## src/touch_scan_pkg.sv

```systemverilog
package touch_scan_pkg;

  // ----------------------------------------------------------------
  // Structure and counter limits
  // ----------------------------------------------------------------
  localparam int NUM_MODULES = 3;
  localparam logic [4:0] PRESCALE_LAST = 5'h1f;
  localparam logic [4:0] PRESCALE_ZERO = 5'h00;
  localparam logic [7:0] SLOT_LAST = 8'hff;
  localparam logic [15:0] COUNT_LAST = 16'hffff;
  localparam logic [15:0] COUNT_ZERO = 16'h0000;
  localparam logic [1:0] SCAN_LAST_SLOT = 2'h3;
  localparam logic [3:0][2:0] DIV_MASK = {3'h7, 3'h3, 3'h1, 3'h0};

  // ----------------------------------------------------------------
  // Register byte addresses
  // ----------------------------------------------------------------
  localparam logic [7:0] ADDR_PRELOAD = 8'h00;
  localparam logic [7:0] ADDR_CONTROL = 8'h04;
  localparam logic [7:0] ADDR_CLKSEL = 8'h08;
  localparam logic [7:0] ADDR_FUNC_LO = 8'h0c;
  localparam logic [7:0] ADDR_FUNC_HI = 8'h10;
  localparam logic [7:0] ADDR_IRQ_STAT = 8'h14;
  localparam logic [7:0] ADDR_IRQ_MASK = 8'h18;
  localparam logic [7:0] ADDR_KEY_BASE = 8'h20;
  localparam logic [7:0] KEY_STRIDE = 8'h08;
  localparam logic [7:0] KEY_HI_OFS = 8'h04;

  // ----------------------------------------------------------------
  // Field positions and reset values
  // ----------------------------------------------------------------
  localparam int CTL_OWNER = 7;
  localparam int CTL_OVF = 6;
  localparam int CTL_START = 5;
  localparam int CTL_KEY_OVF = 4;
  localparam int CTL_FUNC_OVF = 3;
  localparam int CTL_MODE = 1;
  localparam int CTL_BUSY = 0;
  localparam int CLK_SLOT_COUNTER_SELECT = 4;
  localparam int CLK_DIV_HI = 3;
  localparam int CLK_DIV_LO = 2;
  localparam int IRQ_MODULE = 0;
  localparam int IRQ_KEY = 1;
  localparam int IRQ_FUNC = 2;
  localparam int IRQ_W = 3;
  localparam logic [7:0] CLKSEL_RESET = 8'h03;
  localparam logic [7:0] BYTE_ZERO = 8'h00;
  localparam logic [1:0] RESP_OKAY = 2'h0;
  localparam logic [1:0] RESP_SLVERR = 2'h2;

  // ----------------------------------------------------------------
  // Types
  // ----------------------------------------------------------------
  typedef enum logic [1:0] {
    SCAN_IDLE = 2'b00,
    SCAN_MANUAL = 2'b01,
    SCAN_AUTO = 2'b10
  } scan_state_t;

  typedef struct packed {
    logic run;
    logic clear;
    logic reload;
  } slot_ctl_t;

  typedef struct packed {
    logic run;
    logic clear;
  } count_ctl_t;

endpackage : touch_scan_pkg

```

## src/touch_slot_timer.sv

```systemverilog
`timescale 1ns/1ps
module touch_slot_timer (
  input wire logic ref_clk,
  input wire logic srst,
  input wire logic slot_clk,
  input wire touch_scan_pkg::slot_ctl_t ctl,
  input wire logic [7:0] preload,
  output logic ovf
);

  typedef struct packed {
    logic [2:0] sync;
    logic level;
    logic [4:0] prescale;
    logic [7:0] slot;
    logic ovf;
  } timer_state_t;

  timer_state_t q;
  timer_state_t next_q;
  logic tick;

  // Slot clock edge counts once stages two and three agree
  assign tick = (q.sync[1] == q.sync[2]) & q.sync[2] & ~q.level;

  always_comb begin
    next_q = q;
    next_q.sync = {q.sync[1:0], slot_clk};
    next_q.ovf = 1'b0;
    if (q.sync[1] == q.sync[2]) begin
      next_q.level = q.sync[2];
    end
    if (ctl.reload) begin
      next_q.slot = preload;
      next_q.prescale = touch_scan_pkg::PRESCALE_ZERO;
    end else if (ctl.clear) begin
      next_q.prescale = touch_scan_pkg::PRESCALE_ZERO;
    end else if (ctl.run && tick) begin
      next_q.prescale = q.prescale + 5'h01;
      if (q.prescale == touch_scan_pkg::PRESCALE_LAST) begin
        next_q.slot = q.slot + 8'h01;
        next_q.ovf = (q.slot == touch_scan_pkg::SLOT_LAST);
      end
    end
  end

  always_ff @(posedge ref_clk) begin
    if (srst) begin
      q <= '0;
    end else begin
      q <= next_q;
    end
  end

  assign ovf = q.ovf;

  slot_step_a: assert property (@(posedge ref_clk) disable iff (srst)
    (q.slot != $past(q.slot)) && !$past(ctl.reload) |-> $past(q.prescale) == touch_scan_pkg::PRESCALE_LAST)
    else $error("Slot counter stepped before 32 prescale cycles");
  slot_reload_a: assert property (@(posedge ref_clk) disable iff (srst)
    ctl.reload |=> (q.slot == $past(preload)) && (q.prescale == touch_scan_pkg::PRESCALE_ZERO))
    else $error("Slot counter not loaded from preload");

endmodule : touch_slot_timer

```

## src/touch_key_counter.sv

```systemverilog
`timescale 1ns/1ps
module touch_key_counter (
  input wire logic ref_clk,
  input wire logic srst,
  input wire logic osc_in,
  input wire touch_scan_pkg::count_ctl_t ctl,
  output logic [15:0] count,
  output logic ovf
);

  typedef struct packed {
    logic [2:0] sync;
    logic level;
    logic [15:0] count;
    logic ovf;
  } key_state_t;

  key_state_t q;
  key_state_t next_q;
  logic edge_seen;

  // Oscillator is asynchronous: three stages, counted once two and three agree
  assign edge_seen = (q.sync[1] == q.sync[2]) & q.sync[2] & ~q.level;

  always_comb begin
    next_q = q;
    next_q.sync = {q.sync[1:0], osc_in};
    next_q.ovf = 1'b0;
    if (q.sync[1] == q.sync[2]) begin
      next_q.level = q.sync[2];
    end
    if (ctl.clear) begin
      next_q.count = touch_scan_pkg::COUNT_ZERO;
    end else if (ctl.run && edge_seen) begin
      next_q.count = q.count + 16'h0001;
      next_q.ovf = (q.count == touch_scan_pkg::COUNT_LAST);
    end
  end

  always_ff @(posedge ref_clk) begin
    if (srst) begin
      q <= '0;
    end else begin
      q <= next_q;
    end
  end

  assign count = q.count;
  assign ovf = q.ovf;

endmodule : touch_key_counter

```

## src/touch_key_scan_timing.sv

```systemverilog
`timescale 1ns/1ps
module touch_key_scan_timing (
  input wire logic ref_clk,
  input wire logic srst,
  input wire logic slot_clk,
  input wire logic [touch_scan_pkg::NUM_MODULES-1:0] key_osc,
  input wire logic [7:0] s_axi_awaddr,
  input wire logic s_axi_awvalid,
  output logic s_axi_awready,
  input wire logic [31:0] s_axi_wdata,
  input wire logic [3:0] s_axi_wstrb,
  input wire logic s_axi_wvalid,
  output logic s_axi_wready,
  output logic [1:0] s_axi_bresp,
  output logic s_axi_bvalid,
  input wire logic s_axi_bready,
  input wire logic [7:0] s_axi_araddr,
  input wire logic s_axi_arvalid,
  output logic s_axi_arready,
  output logic [31:0] s_axi_rdata,
  output logic [1:0] s_axi_rresp,
  output logic s_axi_rvalid,
  input wire logic s_axi_rready,
  output logic irq,
  output logic mem_to_scanner,
  output logic osc_enable
);

  localparam int NM = touch_scan_pkg::NUM_MODULES;

  typedef struct packed {
    logic [7:0] preload;
    logic owner;
    logic ovf_flag;
    logic start;
    logic key_ovf;
    logic func_ovf;
    logic mode;
    logic busy;
    logic [7:0] clksel;
    touch_scan_pkg::scan_state_t state;
    logic [1:0] slot_idx;
    logic [NM-1:0] done;
    logic auto_prio;
    logic mem_scanner;
    logic osc_on;
    logic [2:0] div;
    logic [15:0] func_cnt;
    logic [touch_scan_pkg::IRQ_W-1:0] irq_stat;
    logic [touch_scan_pkg::IRQ_W-1:0] irq_mask;
    logic irq;
    logic aw_have;
    logic [7:0] aw_addr;
    logic w_have;
    logic [31:0] wdata;
    logic [3:0] wstrb;
    logic awready;
    logic wready;
    logic bvalid;
    logic [1:0] bresp;
    logic arready;
    logic rvalid;
    logic [31:0] rdata;
    logic [1:0] rresp;
  } scan_regs_t;

  scan_regs_t q;
  scan_regs_t next_q;

  logic [NM-1:0] mod_ovf;
  logic [NM-1:0] key_ovf_ev;
  logic [NM-1:0][15:0] key_count;
  touch_scan_pkg::slot_ctl_t slot_ctl;
  touch_scan_pkg::count_ctl_t key_ctl;
  logic wr_fire;
  logic wr_ctl;
  logic start_rise;
  logic ovf_sel;
  logic scan_event;
  logic mid_event;
  logic end_event;
  logic func_tick;
  logic [2:0] div_mask;
  logic [7:0] wbyte;
  logic [31:0] rd_word;
  logic rd_hit;
  logic wr_hit;

  // ----------------------------------------------------------------
  // Per-module timers and counters
  // ----------------------------------------------------------------
  genvar gi;
  generate
    for (gi = 0; gi < NM; gi++) begin : g_mod
      touch_slot_timer u_timer (
        .ref_clk(ref_clk),
        .srst(srst),
        .slot_clk(slot_clk),
        .ctl(slot_ctl),
        .preload(q.preload),
        .ovf(mod_ovf[gi])
      );
      touch_key_counter u_count (
        .ref_clk(ref_clk),
        .srst(srst),
        .osc_in(key_osc[gi]),
        .ctl(key_ctl),
        .count(key_count[gi]),
        .ovf(key_ovf_ev[gi])
      );
    end
  endgenerate

  // ----------------------------------------------------------------
  // Scan events
  // ----------------------------------------------------------------
  assign wr_fire = q.aw_have & q.w_have & ~q.bvalid;
  assign wbyte = q.wdata[7:0];
  assign wr_ctl = wr_fire & q.wstrb[0] & (q.aw_addr == touch_scan_pkg::ADDR_CONTROL);
  assign start_rise = wr_ctl & wbyte[touch_scan_pkg::CTL_START] & ~q.start;
  // Separate counters all overflow together when fed alike; with slot counter select clear all are awaited, when set module 0 alone ends the slot
  assign ovf_sel = q.clksel[touch_scan_pkg::CLK_SLOT_COUNTER_SELECT] ? mod_ovf[0] : &(q.done | mod_ovf);
  assign scan_event = q.busy & ovf_sel;
  assign mid_event = scan_event & (q.state == touch_scan_pkg::SCAN_AUTO)
                     & (q.slot_idx != touch_scan_pkg::SCAN_LAST_SLOT);
  assign end_event = scan_event & ~mid_event;
  assign div_mask = touch_scan_pkg::DIV_MASK[q.clksel[touch_scan_pkg::CLK_DIV_HI:touch_scan_pkg::CLK_DIV_LO]];
  assign func_tick = q.busy & ((q.div & div_mask) == div_mask);

  always_comb begin
    slot_ctl.run = q.busy;
    slot_ctl.reload = start_rise | mid_event;
    slot_ctl.clear = ~q.start;
    key_ctl.run = q.busy;
    key_ctl.clear = ~q.start | mid_event;
  end

  // ----------------------------------------------------------------
  // Register read decode
  // ----------------------------------------------------------------
  always_comb begin
    rd_word = 32'h0000_0000;
    rd_hit = 1'b1;
    case (s_axi_araddr)
      touch_scan_pkg::ADDR_PRELOAD: rd_word[7:0] = q.preload;
      touch_scan_pkg::ADDR_CONTROL: rd_word[7:0] = {q.owner, q.ovf_flag, q.start, q.key_ovf,
                                                    q.func_ovf, 1'b0, q.mode, q.busy};
      touch_scan_pkg::ADDR_CLKSEL: rd_word[7:0] = q.clksel;
      touch_scan_pkg::ADDR_FUNC_LO: rd_word[7:0] = q.func_cnt[7:0];
      touch_scan_pkg::ADDR_FUNC_HI: rd_word[7:0] = q.func_cnt[15:8];
      touch_scan_pkg::ADDR_IRQ_STAT: rd_word[touch_scan_pkg::IRQ_W-1:0] = q.irq_stat;
      touch_scan_pkg::ADDR_IRQ_MASK: rd_word[touch_scan_pkg::IRQ_W-1:0] = q.irq_mask;
      default: rd_hit = 1'b0;
    endcase
    for (int i = 0; i < NM; i++) begin
      if (s_axi_araddr == 8'(touch_scan_pkg::ADDR_KEY_BASE + 8'(i) * touch_scan_pkg::KEY_STRIDE)) begin
        rd_word[7:0] = key_count[i][7:0];
        rd_hit = 1'b1;
      end
      if (s_axi_araddr == 8'(touch_scan_pkg::ADDR_KEY_BASE + 8'(i) * touch_scan_pkg::KEY_STRIDE
                             + touch_scan_pkg::KEY_HI_OFS)) begin
        rd_word[7:0] = key_count[i][15:8];
        rd_hit = 1'b1;
      end
    end
  end

  // ----------------------------------------------------------------
  // Next state
  // ----------------------------------------------------------------
  always_comb begin
    next_q = q;
    wr_hit = 1'b1;

    // Bus channels
    if (s_axi_awvalid && q.awready) begin
      next_q.aw_have = 1'b1;
      next_q.aw_addr = s_axi_awaddr;
    end
    if (s_axi_wvalid && q.wready) begin
      next_q.w_have = 1'b1;
      next_q.wdata = s_axi_wdata;
      next_q.wstrb = s_axi_wstrb;
    end
    if (q.bvalid && s_axi_bready) begin
      next_q.bvalid = 1'b0;
    end
    if (q.rvalid && s_axi_rready) begin
      next_q.rvalid = 1'b0;
    end
    if (s_axi_arvalid && q.arready) begin
      next_q.rvalid = 1'b1;
      next_q.rdata = rd_word;
      next_q.rresp = rd_hit ? touch_scan_pkg::RESP_OKAY : touch_scan_pkg::RESP_SLVERR;
    end

    // Software writes
    if (wr_fire) begin
      next_q.aw_have = 1'b0;
      next_q.w_have = 1'b0;
      next_q.bvalid = 1'b1;
      case (q.aw_addr)
        touch_scan_pkg::ADDR_PRELOAD: if (q.wstrb[0]) next_q.preload = wbyte;
        touch_scan_pkg::ADDR_CONTROL: if (q.wstrb[0]) begin
          next_q.owner = wbyte[touch_scan_pkg::CTL_OWNER];
          next_q.ovf_flag = wbyte[touch_scan_pkg::CTL_OVF];
          next_q.start = wbyte[touch_scan_pkg::CTL_START];
          next_q.key_ovf = wbyte[touch_scan_pkg::CTL_KEY_OVF];
          next_q.func_ovf = wbyte[touch_scan_pkg::CTL_FUNC_OVF];
          next_q.mode = wbyte[touch_scan_pkg::CTL_MODE];
        end
        touch_scan_pkg::ADDR_CLKSEL: if (q.wstrb[0]) next_q.clksel = wbyte;
        touch_scan_pkg::ADDR_IRQ_STAT: if (q.wstrb[0]) begin
          next_q.irq_stat = q.irq_stat & ~wbyte[touch_scan_pkg::IRQ_W-1:0];
        end
        touch_scan_pkg::ADDR_IRQ_MASK: if (q.wstrb[0]) begin
          next_q.irq_mask = wbyte[touch_scan_pkg::IRQ_W-1:0];
        end
        default: wr_hit = (q.aw_addr >= touch_scan_pkg::ADDR_KEY_BASE)
                          && (q.aw_addr < 8'(touch_scan_pkg::ADDR_KEY_BASE + 8'(NM) * touch_scan_pkg::KEY_STRIDE));
      endcase
      next_q.bresp = wr_hit ? touch_scan_pkg::RESP_OKAY : touch_scan_pkg::RESP_SLVERR;
    end

    // Clearing start stops the scan and zeroes the running counts
    if (!next_q.start) begin
      next_q.busy = 1'b0;
      next_q.state = touch_scan_pkg::SCAN_IDLE;
      next_q.auto_prio = 1'b0;
    end

    // Function counter, clocked from the divided system clock
    next_q.div = q.busy ? q.div + 3'h1 : 3'h0;
    if (!q.start || mid_event) begin
      next_q.func_cnt = touch_scan_pkg::COUNT_ZERO;
    end else if (func_tick) begin
      next_q.func_cnt = q.func_cnt + 16'h0001;
      if (q.func_cnt == touch_scan_pkg::COUNT_LAST) begin
        next_q.func_ovf = 1'b1;
        next_q.irq_stat[touch_scan_pkg::IRQ_FUNC] = 1'b1;
      end
    end
    if (|key_ovf_ev) begin
      next_q.key_ovf = 1'b1;
      next_q.irq_stat[touch_scan_pkg::IRQ_KEY] = 1'b1;
    end

    // Scan sequencing
    if (q.busy && !ovf_sel) begin
      next_q.done = q.done | mod_ovf;
    end
    if (start_rise) begin
      next_q.busy = 1'b1;
      next_q.slot_idx = 2'h0;
      next_q.done = '0;
      if (wbyte[touch_scan_pkg::CTL_MODE]) begin
        next_q.state = touch_scan_pkg::SCAN_MANUAL;
      end else begin
        next_q.state = touch_scan_pkg::SCAN_AUTO;
        next_q.auto_prio = 1'b1;
      end
    end else if (mid_event) begin
      next_q.slot_idx = q.slot_idx + 2'h1;
      next_q.done = '0;
    end else if (end_event) begin
      next_q.ovf_flag = 1'b1;
      next_q.irq_stat[touch_scan_pkg::IRQ_MODULE] = 1'b1;
      next_q.busy = 1'b0;
      next_q.state = touch_scan_pkg::SCAN_IDLE;
      next_q.auto_prio = 1'b0;
      next_q.done = '0;
    end

    // Outputs
    next_q.mem_scanner = next_q.auto_prio | next_q.owner;
    next_q.osc_on = next_q.busy;
    next_q.irq = |(next_q.irq_stat & next_q.irq_mask);
    next_q.awready = ~next_q.aw_have & ~next_q.bvalid;
    next_q.wready = ~next_q.w_have & ~next_q.bvalid;
    next_q.arready = ~next_q.rvalid;
  end

  always_ff @(posedge ref_clk) begin
    if (srst) begin
      q <= '0;
      q.clksel <= touch_scan_pkg::CLKSEL_RESET;
      q.state <= touch_scan_pkg::SCAN_IDLE;
    end else begin
      q <= next_q;
    end
  end

  assign s_axi_awready = q.awready;
  assign s_axi_wready = q.wready;
  assign s_axi_bvalid = q.bvalid;
  assign s_axi_bresp = q.bresp;
  assign s_axi_arready = q.arready;
  assign s_axi_rvalid = q.rvalid;
  assign s_axi_rdata = q.rdata;
  assign s_axi_rresp = q.rresp;
  assign irq = q.irq;
  assign mem_to_scanner = q.mem_scanner;
  assign osc_enable = q.osc_on;

  // ----------------------------------------------------------------
  // Checks
  // ----------------------------------------------------------------
  auto_priority_a: assert property (@(posedge ref_clk) disable iff (srst)
    q.busy && (q.state == touch_scan_pkg::SCAN_AUTO) |-> mem_to_scanner)
    else $error("Scanner lost memory during auto scan");
  owner_return_a: assert property (@(posedge ref_clk) disable iff (srst)
    $fell(q.busy) |-> (mem_to_scanner == q.owner))
    else $error("Memory not returned to owner bit");
  owner_idle_a: assert property (@(posedge ref_clk) disable iff (srst)
    !q.busy |-> (mem_to_scanner == q.owner))
    else $error("Memory owner mismatch when idle");
  sw_set_a: assert property (@(posedge ref_clk) disable iff (srst)
    wr_ctl && wbyte[touch_scan_pkg::CTL_OVF] && !end_event
    |=> q.irq_stat[touch_scan_pkg::IRQ_MODULE] == $past(q.irq_stat[touch_scan_pkg::IRQ_MODULE]))
    else $error("Software flag set touched the interrupt flag");
  no_self_clear_a: assert property (@(posedge ref_clk) disable iff (srst)
    q.ovf_flag && !wr_ctl |=> q.ovf_flag)
    else $error("Overflow flag cleared by hardware");
  mid_overflow_a: assert property (@(posedge ref_clk) disable iff (srst)
    mid_event && !wr_ctl && !q.ovf_flag |=> !q.ovf_flag && (q.func_cnt == touch_scan_pkg::COUNT_ZERO) && q.busy)
    else $error("Mid scan overflow handled wrongly");
  auto_done_a: assert property (@(posedge ref_clk) disable iff (srst)
    end_event && (q.state == touch_scan_pkg::SCAN_AUTO) && !wr_ctl
    |=> q.ovf_flag && q.irq_stat[touch_scan_pkg::IRQ_MODULE] && !q.busy)
    else $error("Auto scan end did not raise flags");
  manual_done_a: assert property (@(posedge ref_clk) disable iff (srst)
    scan_event && (q.state == touch_scan_pkg::SCAN_MANUAL) && !wr_ctl
    |=> q.ovf_flag && q.irq_stat[touch_scan_pkg::IRQ_MODULE] && !q.busy ##1 !osc_enable)
    else $error("Manual overflow did not stop the scan");
  start_run_a: assert property (@(posedge ref_clk) disable iff (srst)
    start_rise |=> q.busy && (q.state == (wbyte[touch_scan_pkg::CTL_MODE] ? touch_scan_pkg::SCAN_MANUAL
                                         : touch_scan_pkg::SCAN_AUTO)) ##1 osc_enable)
    else $error("Start did not begin the scan");
  stop_clear_a: assert property (@(posedge ref_clk) disable iff (srst)
    !q.start && !$past(q.start) |-> (q.func_cnt == touch_scan_pkg::COUNT_ZERO) && !q.busy)
    else $error("Counters not cleared while stopped");

  auto_end_c: cover property (@(posedge ref_clk) disable iff (srst)
    end_event && (q.state == touch_scan_pkg::SCAN_AUTO));
  manual_end_c: cover property (@(posedge ref_clk) disable iff (srst)
    end_event && (q.state == touch_scan_pkg::SCAN_MANUAL));
  mid_c: cover property (@(posedge ref_clk) disable iff (srst) mid_event);
  irq_c: cover property (@(posedge ref_clk) disable iff (srst) $rose(irq));

endmodule : touch_key_scan_timing

```

## config.mk

```make
export PLATFORM = sky130hd
export DESIGN_NAME = touch_key_scan_timing
export DESIGN_NICKNAME = d
export VERILOG_FILES = /design/src/touch_scan_pkg.sv /design/src/touch_slot_timer.sv /design/src/touch_key_counter.sv /design/src/touch_key_scan_timing.sv
export SDC_FILE = /design/constraint.sdc
export NUM_CORES = 1
export LEC_CHECK = 0
export ABC_CLOCK_PERIOD_IN_PS = 4200
export BUFFER_PORTS_ARGS = -buffer_cell sky130_fd_sc_hd__buf_2
export CAP_MARGIN = 5
export CORE_MARGIN = 1.5
export CORE_UTILIZATION = 50
export DETAILED_ROUTE_END_ITERATION = 12
export PLACE_DENSITY = 0.7
export RECOVER_POWER = 100
export SYNTH_ARGS = -nofsm -noshare
export SYNTH_HDL_FRONTEND = slang
export SYNTH_SLANG_ARGS = --single-unit
```

## constraint.sdc

```tcl
create_clock -name ref_clk -period 4.2 [get_ports ref_clk]
set_input_delay 0.84 -clock ref_clk [delete_from_list [all_inputs] [get_ports ref_clk]]
set_output_delay 0.84 -clock ref_clk [all_outputs]
set_load 0.02 [all_outputs]
```

==> impl_metrics.tcl <==
set metrics [dict create \
    power_frac_seq 0.450 \
    synth_area_um2 9829 \
    final_common_cell "dfxtp_1" \
    critical_path.cell_chain "clkbuf_1 -> or4b_2 -> nor2_1 -> and3_1 -> a21oi_1 -> o221ai_1" \
    worst-path-buf-inv 1 \
    drtPass1Iterations 5 \
    drive_gt1_frac 0.08961 \
    r2r_setup_slack_ns 1.12 \
    start_kind "primary input" \
    rows 51 \
    drc 0 \
    fp.dieW_um 143.2 \
    cts_buffers 22 \
    antenna_found_initial 0 \
    synthToLayoutAreaGrowth_pct 10.63 \
    p_sw_uw 957.0 \
    port_buffers 53 \
    drv_slew 83 \
    wirelength_um 24440 \
    cts_sinks 201 \
    nNetsFinal 1260 \
    postRouteAntennaNets 0 \
    postCtsHoldBufs 0 \
    pwr-share-clk 0.510 \
    dp_hpwl_um 16900 \
    wl_per_cell_um 16.75 \
    start_util 0.5067 \
    crit_type "in -> reg" \
    ir_worst_vdd_mv 0.2820 \
    synthCells 1162 \
    cpPeakStageDelay_ns 1.41 \
    synth-seq-cells 201 \
    arrival_ns 3.71 \
    skew_ns 0.01067 \
    grt_usage 0.2402 \
    async_reset_ff_frac 0 \
    tns_ns 0 \
    synth.avg_cell_area_um2 8.459 \
    htreeDepth 1 \
    p_per_area_nw_per_um2 398.3 \
    final_cell_mix "201 x dfxtp_1, 152 x nor2_1, 133 x nand2_1" \
    cp-end-kind "flip-flop" \
    fin_crit_ns 3.273 \
    status "complete, but fails checks" \
    viasPerCell 5.698 \
    grt_pass1_wl_um 39060 \
    ff2ff_path_depth 5 \
    maxSlewHeadroom -0.3439 \
    n_antenna_cell 0 \
    endpoint "s_axi_rdata[0]" \
    cp.depth 6 \
    cp_max_fo 39 \
    startpoint "s_axi_araddr[2]" \
    cts_resized 0 \
    setup_viol 0 \
    yosysSeqAreaShare 0.4094 \
    clk_pin_slew_ns 0.06 \
    synth_flop_cell "dfxtp_1" \
    core-area_um2 19400 \
    yosysWarnings 0 \
    grt_pass1_vias 7402 \
    finalHoldViolations 0 \
    worstPathRequired_ns 4.63 \
    grt_max_degree 69 \
    dr_total_vias 8314 \
    tightest_slew_ns 2.016 \
    intPower_mw 3.374 \
    max_freq_ghz 0.3055 \
    synth_edf_count 0 \
    die_area_um2 20510 \
    totalPowerFinal_mw 4.331 \
    r2r_end "q[145]" \
    cts_tree "yes" \
    p_sw_frac 0.2209 \
    pwr-share-comb 0.040 \
    fin_crit_sh 0.7794 \
    place.gp.congestion 0.9429 \
    yosysUniqueCellTypes 76 \
    die_h_um 143.2 \
    num_io_pins 107 \
    hp-class "reg -> reg" \
    rsz0062_at_grt "false" \
    drv_cap 2 \
    clockBufferDepth 3 \
    postCtsSetupBuffers 0 \
    clkLatencyLatePin_ns 0.52 \
    cts_root_buf "clkbuf_16" \
    r2r_start "q[82]" \
    violations "max-capacitance violations, max-slew violations" \
    grt_overflow_total 0 \
    crit_family "buffers and inverters" \
    drt_iter0_markers 662 \
    p_leak_nw 3.768 \
    crit_slowest_cell "clkbuf_1" \
]
-- routing by layer --
metal	track usage	wire, um
met5	0	0
met1	0.3526	11710
met3	0.03689	1585
met4	0.06176	471
met2	0.3671	10670
-- power groups by stage --
stage,Sequential [mW],Clock [mW],Combinational [mW]
after detailed placement,1.99,0,0.175
final,1.95,2.21,0.174
after global routing,1.95,2.32,0.193
after floorplan,1.99,0,0.146
after CTS,1.95,2.24,0.176
after global placement,1.99,0,0.174
-- worst min-delay path by stage --
stage                                           start                           to  slack, ns  cells past startpoint
after floorplan           g_mod[0].u_count.next_q[19]  g_mod[0].u_count.next_q[20]       0.41                      1
after global placement    g_mod[2].u_timer.next_q[16]  g_mod[2].u_timer.next_q[17]       0.42                      1
after detailed placement  g_mod[2].u_timer.next_q[16]  g_mod[2].u_timer.next_q[17]       0.43                      1
after CTS                 g_mod[1].u_count.next_q[19]  g_mod[1].u_count.next_q[20]       0.44                      1
after global routing      g_mod[2].u_count.next_q[19]  g_mod[2].u_count.next_q[20]       0.46                      1
final                     g_mod[1].u_count.next_q[19]  g_mod[1].u_count.next_q[20]       0.44                      1
-- final cells by class --
class / count / area (um2)
tap: 265 / 331.6
inverter: 23 / 86.33
fill: 1856 / 8524
timing repair buffer: 60 / 287.8
clock buffer: 29 / 646.9
multi-input combinational: 870 / 5300
sequential: 201 / 4024
clock inverter: 11 / 197.7
-- worst register-to-register path: cells and delay by family, from the launching register on --
family	cells	cell delay (ns)
flops	1	0.38
mux	1	0.27
simple gates	4	2.24
-- synthesized netlist by cell type, types with 8 or more instances --
library cell / count / area, um2
dfxtp_1: 201 / 4024
nor2_1: 151 / 566.8
nand2_1: 133 / 499.2
a21oi_1: 78 / 390.4
clkbuf_1: 47 / 176.4
xnor2_1: 47 / 411.6
buf_4: 37 / 277.8
nand3_1: 32 / 160.2
mux2i_1: 31 / 310.3
o21ai_0: 30 / 150.1
nor2b_1: 26 / 162.7
xor2_1: 24 / 210.2
and3_1: 22 / 137.6
inv_1: 22 / 82.58
nor3_1: 22 / 110.1
nand4_1: 21 / 131.4
ha_1: 19 / 237.7
nand3b_1: 10 / 75.07
or3_1: 10 / 62.56
nand2b_1: 9 / 56.30
nor4_1: 8 / 50.05
o22ai_1: 8 / 50.05
-- registers in the layout, summed over array words and instances (netlist names), 2 cells and up --
register,count
g_mod.u_count.count,48
g_mod.u_count.next_q,6
g_mod.u_count.ovf,3
g_mod.u_count.q,6
g_mod.u_timer.next_q,2
g_mod.u_timer.ovf,3
g_mod.u_timer.q,41
q,74
s_axi_rdata,8
-- logic make-up (layout without fill, tap and decap cells) --
group	Yosys count	count (layout)	synth area share
compound gates	215	215	0.1456
xor+xnor	71	71	0.06326
fa+ha+maj	19	19	0.02419
buf+inv	116	123	0.05868
flops	201	201	0.4094
mux	41	41	0.04646
other cells	1	26	0.0003815
simple gates	498	498	0.2520
-- through the flow --
stage                     worst slack [ns]  hold WS (ns)  instance area [um2]    util  std cells
final                               0.9266        0.4382                10870  0.5606       1459
after global placement               1.252        0.4204                10080  0.5199       1419
after global routing                0.7486        0.4597                10870  0.5606       1459
after floorplan                      1.687        0.4138                 9923       -       1187
after detailed placement             1.244        0.4255                10080  0.5199       1419
after CTS                            1.437        0.4412                10930  0.5634       1459
Power figures use the tool's default switching activity.
